<file path="src/include/fpdr_pkg.sv">
/*
  shared constants for the focal plane digital readout: widths, control
  word fields, register offsets, reset values and the gain mode type.
  assumes a single core clock; all pins are sampled as synchronous inputs.
*/
package fpdr_pkg;

  // ****************************************
  // sizes
  // ****************************************
  localparam int NCH   = 32;
  localparam int CHW   = 5;
  localparam int CNTW  = 14;
  localparam int OFFW  = 12;
  localparam int WORDW = 16;
  localparam int BITW  = 4;
  localparam int GAINW = 8;
  localparam int GSELW = 3;
  localparam int CTLW  = 16;
  localparam int ROW   = CHW + BITW;

  // ****************************************
  // control word fields
  // ****************************************
  localparam int CTL_GAIN_CHG  = 0;
  localparam int CTL_CAL_STEP  = 1;
  localparam int CTL_GAIN_INIT = 2;
  localparam int CTL_HOLD_RST  = 3;
  localparam int CTL_OFF_LOAD  = 9;

  // ****************************************
  // reset values and counts
  // ****************************************
  localparam logic [CNTW-1:0]  CNT_RST    = 14'h0000;
  localparam logic [CTLW-1:0]  CTL_RST    = 16'h0000;
  localparam logic [WORDW-1:0] THRESH_RST = 16'h0000;
  localparam logic [BITW-1:0]  GAIN_FIRST = 4'h1;
  localparam logic [BITW-1:0]  GAIN_LAST  = 4'h8;
  localparam logic [GSELW-1:0] GSEL_MAX   = 3'h7;

  // ****************************************
  // register byte offsets
  // ****************************************
  localparam logic [11:0] ADDR_THRESH = 12'h000;
  localparam logic [11:0] ADDR_CTRL   = 12'h004;
  localparam logic [11:0] ADDR_STATUS = 12'h008;

  typedef enum logic [1:0] {GM_IDLE, GM_INIT, GM_CAL} fpdr_gmode_e;

  function automatic logic [CNTW-1:0] fpdr_gray_to_bin(input logic [CNTW-1:0] g);
    logic [CNTW-1:0] b;
    b[CNTW-1] = g[CNTW-1];
    for (int k = CNTW - 2; k >= 0; k--) begin
      b[k] = b[k+1] ^ g[k];
    end
    return b;
  endfunction

endpackage

</file>
<file path="src/fpdr_apb_regs.sv">
/*
  apb slave holding the threshold word and reading back control and status.
  assumes apb signals synchronous to core_clk; zero wait states.
*/
`timescale 1ns/10ps
module fpdr_apb_regs
  import fpdr_pkg::*;
(
  input  wire logic              core_clk,   // clock
  input  wire logic              rst_n,      // sync reset
  input  wire logic              psel,       // apb select
  input  wire logic              penable,    // apb enable
  input  wire logic              pwrite,     // apb write
  input  wire logic [11:0]       paddr,      // apb address
  input  wire logic [31:0]       pwdata,     // apb write data
  output logic      [31:0]       prdata,     // apb read data
  output logic                   pready,     // apb ready
  output logic                   pslverr,    // apb error
  input  wire logic [CTLW-1:0]   ctl_word,   // applied control word
  input  wire logic [15:0]       status_in,  // live status
  output logic      [WORDW-1:0]  thresh_reg  // threshold word
);
  import fpdr_pkg::*;

  logic mapped;
  logic access;

  assign access = psel & penable;
  assign mapped = (paddr == ADDR_THRESH) | (paddr == ADDR_CTRL) | (paddr == ADDR_STATUS);
  assign pready = 1'b1;
  // only the threshold word is writable
  assign pslverr = access & (~mapped | (pwrite & (paddr != ADDR_THRESH)));

  always_ff @(posedge core_clk) begin
    if (!rst_n) begin
      thresh_reg <= THRESH_RST;
    end else if (access && pwrite && paddr == ADDR_THRESH) begin
      thresh_reg <= pwdata[WORDW-1:0];
    end
  end

  // read data captured in the setup cycle so it is a flop at the access edge
  always_ff @(posedge core_clk) begin
    if (!rst_n) begin
      prdata <= 32'h00000000;
    end else if (psel && !penable && !pwrite) begin
      case (paddr)
        ADDR_THRESH: prdata <= {16'h0000, thresh_reg};
        ADDR_CTRL:   prdata <= {16'h0000, ctl_word};
        ADDR_STATUS: prdata <= {16'h0000, status_in};
        default:     prdata <= 32'h00000000;
      endcase
    end
  end

endmodule // fpdr_apb_regs

</file>
<file path="src/fpdr_gain_ctl.sv">
/*
  gain capacitor latch sequencer: initialisation and successive
  approximation calibration, one channel word at a time.
  assumes bit ticks and frame sync are single-cycle strobes on core_clk.
*/
`timescale 1ns/10ps
module fpdr_gain_ctl
  import fpdr_pkg::*;
(
  input  wire logic             core_clk,    // clock
  input  wire logic             rst_n,       // sync reset
  input  wire logic             frame_sync,  // frame strobe
  input  wire logic             bit_tick,    // serial bit clock strobe
  input  wire logic [BITW-1:0]  ro_bit,      // bit slot in word
  input  wire logic [CHW-1:0]   ro_chan,     // addressed channel
  input  wire logic             sign_in,     // sign of current word
  input  wire logic             gain_change_enable, // latch write enable
  input  wire logic             cal_step,    // calibration step
  input  wire logic             gain_init_flag, // initialise gains
  output logic                  gain_latch_data, // latch value
  output logic                  gain_latch_we,   // latch write pulse
  output logic      [GSELW-1:0] gain_latch_bit,  // latch index, 0 = msb
  output logic      [CHW-1:0]   gain_latch_chan, // latch channel
  output logic      [GSELW-1:0] bit_sel_reg      // sar bit select
);
  import fpdr_pkg::*;

  fpdr_gmode_e     mode;
  logic            in_slot;
  logic [GSELW-1:0] idx;
  logic [GSELW-1:0] sel_next;
  logic            we_next;
  logic            data_next;

  always_comb begin
    if (!gain_change_enable) begin
      mode = GM_IDLE;
    end else if (gain_init_flag) begin
      mode = GM_INIT;
    end else if (cal_step) begin
      mode = GM_CAL;
    end else begin
      mode = GM_IDLE;
    end
  end

  // slots 1..8 address the latches; slot 0 is left for the sign to settle
  assign in_slot = (ro_bit >= GAIN_FIRST) && (ro_bit <= GAIN_LAST);
  assign idx = 3'(ro_bit - GAIN_FIRST);
  assign sel_next = bit_sel_reg + 3'h1;

  always_comb begin
    we_next = 1'b0;
    data_next = 1'b0;
    case (mode)
      GM_INIT: begin
        we_next = in_slot;
        data_next = (idx == 3'h0);
      end
      GM_CAL: begin
        if (in_slot && idx == bit_sel_reg) begin
          we_next = 1'b1;
          data_next = sign_in;
        end else if (in_slot && bit_sel_reg != GSEL_MAX && idx == sel_next) begin
          we_next = 1'b1;
          data_next = 1'b1;
        end
      end
      default: begin
        we_next = 1'b0;
        data_next = 1'b0;
      end
    endcase
  end

  always_ff @(posedge core_clk) begin
    if (!rst_n) begin
      gain_latch_we <= 1'b0;
      gain_latch_data <= 1'b0;
      gain_latch_bit <= 3'h0;
      gain_latch_chan <= 5'h00;
    end else begin
      gain_latch_we <= bit_tick & we_next;
      gain_latch_data <= data_next;
      gain_latch_bit <= idx;
      gain_latch_chan <= ro_chan;
    end
  end

  // select advances once per calibration frame, cleared by initialisation
  always_ff @(posedge core_clk) begin
    if (!rst_n) begin
      bit_sel_reg <= 3'h0;
    end else if (frame_sync && gain_init_flag) begin
      bit_sel_reg <= 3'h0;
    end else if (frame_sync && cal_step && bit_sel_reg != GSEL_MAX) begin
      bit_sel_reg <= sel_next;
    end
  end

endmodule // fpdr_gain_ctl

</file>
<file path="src/fpdr_readout.sv">
/*
  digital section of a 32-channel focal plane readout: shared conversion
  counter, per-channel capture memories, offset and threshold correction,
  serial output, serial control word and gain calibration control.
  assumes every pin is synchronous to core_clk; frame_sync, count_tick,
  serial_bit_clock and ctrl_shift_en are single-cycle strobes.

  // Operation
  // - counter feeds memories; trip freezes channel memory
  // - counter restarts on the ramp start pulse
  // - conversion counter counts downward
  // - data registers load buffers at frame end
  // - offsets load from data in same transfer
  // - bit clock steps 32 channels, 16 bits each
  // - first adder: data minus stored offset
  // - second adder subtracts the threshold word
  // - result shifted out as 16-bit two's complement
  // - threshold is global, full scale capable
  // - offset holds 12 bits, lsb forced zero
  // - control bit 9 enables offset load
  // - control bit 3 holds counter in reset
  // - gain flags via serial port; sign compares
  // - gain timing from frame sync and bit clock
  // - gain init sets midrange, clears selector
  // - init: 8 of 16 clocks, one then zeros
  // - calibration latch value comes from sign
  // - step with frame sync advances bit selector
  // - sar: set selected bit, next bit one
  // - gray encode capture, decode before adder
  // - buffer and data registers are 14 bits
*/
`timescale 1ns/10ps
module fpdr_readout
  import fpdr_pkg::*;
(
  input  wire logic              core_clk,          // 10 MHz clock
  input  wire logic              rst_n,             // sync reset
  input  wire logic              psel,              // apb select
  input  wire logic              penable,           // apb enable
  input  wire logic              pwrite,            // apb write
  input  wire logic [11:0]       paddr,             // apb address
  input  wire logic [31:0]       pwdata,            // apb write data
  output logic      [31:0]       prdata,            // apb read data
  output logic                   pready,            // apb ready
  output logic                   pslverr,           // apb error
  input  wire logic [NCH-1:0]    comparator_trip,   // per-channel comparator
  input  wire logic              count_tick,        // master clock strobe
  input  wire logic              frame_sync,        // frame / ramp start
  input  wire logic              serial_bit_clock,  // output bit strobe
  input  wire logic              ctrl_shift_en,     // control bit strobe
  input  wire logic              ctrl_serial_in,    // control bit
  output logic                   serial_data_out,   // output bit
  output logic                   output_sign_result, // sign of word
  output logic                   data_reg_latch,    // data transfer pulse
  output logic                   offset_reg_latch,  // offset transfer pulse
  output logic                   gain_latch_data,   // gain latch value
  output logic                   gain_latch_we,     // gain latch write
  output logic      [GSELW-1:0]  gain_latch_bit,    // gain latch index
  output logic      [CHW-1:0]    gain_latch_chan    // gain latch channel
);
  import fpdr_pkg::*;

  // ****************************************
  // declarations
  // ****************************************
  logic [CNTW-1:0]  cnt_reg;
  logic [CNTW-1:0]  cnt_gray;
  logic [CNTW-1:0]  buf_mem  [NCH];
  logic [CNTW-1:0]  data_mem [NCH];
  logic [OFFW-1:0]  off_mem  [NCH];
  logic [CTLW-1:0]  ctl_shift_reg;
  logic [CTLW-1:0]  ctl_reg;
  logic [ROW-1:0]   ro_cnt_reg;
  logic [CHW-1:0]   ro_chan;
  logic [BITW-1:0]  ro_bit;
  logic [WORDW-1:0] shift_reg;
  logic [WORDW-1:0] thresh_reg;
  logic [CNTW-1:0]  data_bin;
  logic [WORDW-1:0] off_neg;
  logic [WORDW-1:0] thr_neg;
  logic [WORDW-1:0] corr_word;
  logic [WORDW-1:0] result_word;
  logic [GSELW-1:0] bit_sel_reg;
  logic [15:0]      status_word;
  logic             hold_counter_reset;
  logic             offset_load_enable;
  logic             gain_change_enable;
  logic             cal_step;
  logic             gain_init_flag;

  // ****************************************
  // control word
  // ****************************************
  assign hold_counter_reset = ctl_reg[CTL_HOLD_RST];
  assign offset_load_enable = ctl_reg[CTL_OFF_LOAD];
  assign gain_change_enable = ctl_reg[CTL_GAIN_CHG];
  assign cal_step           = ctl_reg[CTL_CAL_STEP];
  assign gain_init_flag     = ctl_reg[CTL_GAIN_INIT];

  always_ff @(posedge core_clk) begin
    if (!rst_n) begin
      ctl_shift_reg <= CTL_RST;
    end else if (ctrl_shift_en) begin
      ctl_shift_reg <= {ctl_shift_reg[CTLW-2:0], ctrl_serial_in};
    end
  end

  // a shifted word waits for frame sync so modes never change mid-frame
  always_ff @(posedge core_clk) begin
    if (!rst_n) begin
      ctl_reg <= CTL_RST;
    end else if (frame_sync) begin
      ctl_reg <= ctl_shift_reg;
    end
  end

  // ****************************************
  // conversion counter
  // ****************************************
  // restarts from zero and wraps downward, so the first tick
  // of the ramp already shows full scale
  always_ff @(posedge core_clk) begin
    if (!rst_n) begin
      cnt_reg <= CNT_RST;
    end else if (hold_counter_reset) begin
      cnt_reg <= CNT_RST;
    end else if (frame_sync) begin
      cnt_reg <= CNT_RST;
    end else if (count_tick) begin
      cnt_reg <= cnt_reg - 14'h0001;
    end
  end

  // gray code keeps a capture taken mid-transition within one count
  assign cnt_gray = cnt_reg ^ (cnt_reg >> 1);

  // ****************************************
  // per-channel buffer, data and offset
  // ****************************************
  assign data_reg_latch   = frame_sync;
  assign offset_reg_latch = frame_sync & offset_load_enable;

  genvar gi;
  generate
    for (gi = 0; gi < NCH; gi++) begin : g_chan
      logic [CNTW-1:0] buf_bin;

      assign buf_bin = fpdr_gray_to_bin(buf_mem[gi]);

      always_ff @(posedge core_clk) begin
        if (!rst_n) begin
          buf_mem[gi] <= CNT_RST;
        end else if (!comparator_trip[gi]) begin
          buf_mem[gi] <= cnt_gray;
        end
      end

      always_ff @(posedge core_clk) begin
        if (!rst_n) begin
          data_mem[gi] <= CNT_RST;
        end else if (data_reg_latch) begin
          data_mem[gi] <= buf_mem[gi];
        end
      end

      // offset follows the data register in the same transfer, so it
      // takes the buffer value that the data register is taking now
      always_ff @(posedge core_clk) begin
        if (!rst_n) begin
          off_mem[gi] <= 12'h000;
        end else if (offset_reg_latch) begin
          off_mem[gi] <= {buf_bin[OFFW-1:1], 1'b0};
        end
      end
    end
  endgenerate

  // ****************************************
  // output multiplexer address
  // ****************************************
  always_ff @(posedge core_clk) begin
    if (!rst_n) begin
      ro_cnt_reg <= 9'h000;
    end else if (frame_sync) begin
      ro_cnt_reg <= 9'h000;
    end else if (serial_bit_clock) begin
      ro_cnt_reg <= ro_cnt_reg + 9'h001;
    end
  end

  assign ro_chan = ro_cnt_reg[ROW-1:BITW];
  assign ro_bit  = ro_cnt_reg[BITW-1:0];

  // ****************************************
  // offset and threshold correction
  // ****************************************
  assign data_bin    = fpdr_gray_to_bin(data_mem[ro_chan]);
  assign off_neg     = ~{4'h0, off_mem[ro_chan]} + 16'h0001;
  assign corr_word   = {2'b00, data_bin} + off_neg;
  assign thr_neg     = ~thresh_reg + 16'h0001;
  assign result_word = corr_word + thr_neg;

  // ****************************************
  // serial output
  // ****************************************
  // the word loads on the first bit slot and its msb leaves on that slot
  always_ff @(posedge core_clk) begin
    if (!rst_n) begin
      shift_reg <= 16'h0000;
    end else if (serial_bit_clock && !frame_sync) begin
      if (ro_bit == 4'h0) begin
        shift_reg <= result_word;
      end else begin
        shift_reg <= {shift_reg[WORDW-2:0], 1'b0};
      end
    end
  end

  always_ff @(posedge core_clk) begin
    if (!rst_n) begin
      output_sign_result <= 1'b0;
    end else if (serial_bit_clock && !frame_sync && ro_bit == 4'h0) begin
      output_sign_result <= result_word[WORDW-1];
    end
  end

  assign serial_data_out = shift_reg[WORDW-1];

  // ****************************************
  // gain calibration control
  // ****************************************
  fpdr_gain_ctl u_gain (
    .core_clk           (core_clk),
    .rst_n              (rst_n),
    .frame_sync         (frame_sync),
    .bit_tick           (serial_bit_clock & ~frame_sync),
    .ro_bit             (ro_bit),
    .ro_chan            (ro_chan),
    .sign_in            (output_sign_result),
    .gain_change_enable (gain_change_enable),
    .cal_step           (cal_step),
    .gain_init_flag     (gain_init_flag),
    .gain_latch_data    (gain_latch_data),
    .gain_latch_we      (gain_latch_we),
    .gain_latch_bit     (gain_latch_bit),
    .gain_latch_chan    (gain_latch_chan),
    .bit_sel_reg        (bit_sel_reg)
  );

  // ****************************************
  // register bus
  // ****************************************
  assign status_word = {4'h0, bit_sel_reg, ro_cnt_reg};

  fpdr_apb_regs u_regs (
    .core_clk   (core_clk),
    .rst_n      (rst_n),
    .psel       (psel),
    .penable    (penable),
    .pwrite     (pwrite),
    .paddr      (paddr),
    .pwdata     (pwdata),
    .prdata     (prdata),
    .pready     (pready),
    .pslverr    (pslverr),
    .ctl_word   (ctl_reg),
    .status_in  (status_word),
    .thresh_reg (thresh_reg)
  );

endmodule // fpdr_readout

</file>
<file path="config.mk">
export PLATFORM = sky130hd
export DESIGN_NAME = fpdr_readout
export DESIGN_NICKNAME = d
export VERILOG_FILES = /design/src/include/fpdr_pkg.sv /design/src/fpdr_apb_regs.sv /design/src/fpdr_gain_ctl.sv /design/src/fpdr_readout.sv
export SDC_FILE = /design/constraint.sdc
export NUM_CORES = 2
export LEC_CHECK = 0
export BUFFER_PORTS_ARGS = -buffer_cell sky130_fd_sc_hd__buf_2
export CORE_ASPECT_RATIO = 1.25
export CORE_MARGIN = 1.5
export CORE_UTILIZATION = 57
export CTS_CLUSTER_SIZE = 14
export DETAILED_ROUTE_END_ITERATION = 16
export PLACE_DENSITY = 0.8
export SLEW_MARGIN = 20
export SYNTH_ARGS = -nofsm -noshare
export SYNTH_HDL_FRONTEND = slang
export SYNTH_SLANG_ARGS = --single-unit
</file>
<file path="constraint.sdc">
create_clock -name core_clk -period 13.5 [get_ports core_clk]
set_input_delay 0.675 -clock core_clk [delete_from_list [all_inputs] [get_ports core_clk]]
set_output_delay 0.675 -clock core_clk [all_outputs]
set_load 0.03 [all_outputs]
</file>
==> run_results.csv <==
group,metric,value,unit
run_status,status,"completed",
setup_path,cp-end-kind,"flip-flop",
pwr,powerDensity,147,nW/µm²
cts,clockRootBuffer,"clkbuf_16",
logic_synthesis,yosysSeqAreaShare,63.2,%
cts,cts_tree,"yes",
floorplan,start_util,57.4,%
route,drt_wl_total,149,mm
layout,largestRegisters,"buf_mem: 448 flops, data_mem: 448 flops, off_mem: 352 flops",
placed_design,placed_cells,5660,
grt,grt-ovfl-total,0,
layout,mostFrequentLayoutCells,"edfxtp_1, and3_1, and2_1",
route,ant_nets,0,
logic_synthesis,synthFlopType,"edfxtp_1",
placed_design,dp_hpwl,96.8,mm
setup_path,cp_max_fo,45,
timing,clock_skew,0.0269,ns
setup_path,cp.required,14.13,ns
cts,numCtsBuffers,130,
grt,antenna_found_initial,6,
cts,clk_pin_slew_worst_paths,0.07,ns
pwr,max-vdd-ir-drop,0.0957,mV
logic_synthesis,syn-instance-count,4384,
timing,tightest_slew,1.28,ns
grt,grt_pass1_wl,220,mm
hold_path,whs_path_depth,3,
grt,grt_pass1_vias,35300,
timing,max_freq,132,MHz
timing,hold_viol,0,
cts,cts_resized,0,
logic_synthesis,avgSynthCellArea,14.4,µm²
cts,cts_buffer_depth,3,
logic_synthesis,synth_top_area_cell,"edfxtp_1",
route,dr.pass1.iters,6,
timing,rsz0062_at_grt,"no",
timing,finalCriticalPeriod,7.56,ns
cts,cts.hold.buffers_added,0,
route,drt_iter0_drc,3791,
cts,h-tree-depth,4,
layout,finalCoreUtilization,62.4,%
route,wl_per_cell,25.4,µm
timing,setup_viol,0,
placed_design,place.port_buffers,100,
placed_design,gp_congestion,0.993,
grt,grt_max_degree,180,
timing,totalNegativeSetupSlack,0,ns
timing,report.final.slew_viol_count,0,
timing,relSlewSlack,14.7,%
layout,nFillCells,7780,
logic_synthesis,synth_cell_types,68,
cts,cts.sinks,1370,
hold_path,hold_class,"in2reg",
cts,clkLatencyLatePin,0.76,ns
setup_path,worstPathArrival,8.19,ns
grt,grt_use_total,26.6,%
logic_synthesis,syn_area,63100,µm²
timing,hold-worst-slack,0.178,ns
layout,drive_gt1_share,13.3,%
hold_path,min_from,"pwdata[6]",
floorplan,die_w,301,µm
floorplan,die_h,375,µm
cts,cts_setup_buffers,0,
route,vias,35300,
logic_synthesis,yosys_warnings,0,
logic_synthesis,synth_edf_count,1248,
layout,final_cells,5878,
logic_synthesis,async_reset_ff_share,0,%
layout,fin_nets,4480,
logic_synthesis,ys_ff_latch,1370,
timing,fin_ws,5.94,ns
floorplan,coreArea,110000,µm²
flow_run,cap_violations,0,
timing,period_share,56.0,%
placed_design,dp_slack,6.04,ns
layout,area_growth,8.64,%
setup_path,cp-start-kind,"flip-flop",
floorplan,io_pins,134,
logic_synthesis,synth_top_area_share,59.4,%
pwr,p_leak,26.9,nW
route,viasPerCell,6.01,
floorplan,dieArea,113000,µm²
setup_path,reg2reg_depth,25,
setup_path,crit_type,"reg2reg",
logic_synthesis,synth.area.top_cells,"edfxtp_1, mux4_2, and3_1, and2_1, xor2_1",
layout,final_common_cell,"edfxtp_1",
route,drc,0,
floorplan,row_count,136,
report_power, final:
group | total (mW) | internal [mW] | switching (mW)
clock network | 3.53 | 1.99 | 1.54
logic | 1.53 | 0.588 | 0.944
registers | 4.99 | 4.87 | 0.119
total | 10.0 | 7.45 | 2.60
worst max-delay path: stages (launching register included):
cell      delay (ns)
dfxtp_4         0.60
buf_4           0.59
buf_4           0.67
mux2i_1         0.20
a221oi_1        0.92
a22oi_1         0.28
o221ai_1        0.27
xnor2_1         0.15
xnor2_1         0.17
xnor2_2         0.28
xor2_1          0.25
xnor2_1         0.16
ha_1            0.22
inv_1           0.06
ha_1            0.28
o21a_1          0.10
o21ai_0         0.20
a21oi_1         0.13
o21a_1          0.19
o21ai_0         0.28
a21oi_1         0.13
o21ai_0         0.24
nor2b_1         0.36
o211ai_1        0.18
mux2i_1         0.16
o311a_1         0.29
cell usage after synthesis (all sizes together) (14+ instances only):
cell       n
a21boi    19
a21oi     19
and2     425
and3     452
buf       66
clkbuf   272
dfxtp    122
edfxtp  1248
ha        50
inv       40
mux2      14
mux2i    117
mux4     216
nand2    103
nand2b    14
nand3     33
nor2     364
nor2b    162
o21ai     34
xnor2    180
xor2     285
xor3      32
logic make-up (layout without fill, tap and decap cells):
kind of cell | Yosys count | count (layout) | share of synthesized area [%]
and+or+nand+nor | 1582 | 1582 | 13.8
DFF | 1370 | 1370 | 63.2
xor gates and xnor gates | 498 | 498 | 7.81
buffers and inverters | 378 | 407 | 2.56
muxes | 347 | 347 | 9.85
AOI/OAI and AO/OA | 156 | 156 | 1.72
adders and majority gates | 51 | 51 | 1.02
other | 2 | 18 | 0.0119
stage by stage:
step / total power, mW / cell area (µm²)
finish: 10.0 / 68600
global route: 10.4 / 68600
global placement: 6.55 / 64600
detailed placement: 6.60 / 64600
CTS: 10.1 / 68600
floorplan: 6.19 / 63200
metal layers:
metal / share of wire (%) / wire, µm / track usage [%] / up-vias
met5: 0.023 / 34 / 0 / -
met4: 6.6 / 9800 / 16.0 / 6
met3: 8.2 / 12200 / 4.92 / 336
met2: 49 / 72900 / 43.5 / 1554
met1: 36 / 54400 / 33.1 / 17700
li1: - / - / - / 15700
area by class of cell:
class / instances / area, µm² / area share [%]
Antenna cell: 1 / 2.50 / 0.00365
Clock buffer: 161 / 3470 / 5.06
Clock inverter: 56 / 505 / 0.737
Inverter: 40 / 150 / 0.219
Multi-Input combinational cell: 2651 / 21700 / 31.7
Sequential cell: 1370 / 39900 / 58.2
Tap cell: 1449 / 1810 / 2.64
Timing Repair Buffer: 150 / 971 / 1.42
path summary, 6_finish.rpt:
| path | slack (ns) | endpoint |
|---|---|---|
| worst max-delay path | 5.94 | shift_reg[13] |
| worst min register to register | 0.47 | shift_reg[0] |
| worst min-delay path | 0.18 | u_regs.thresh_reg[6] |
| worst max register to register | 5.94 | shift_reg[13] |
No activity file was read; power rests on OpenSTA's default activity.
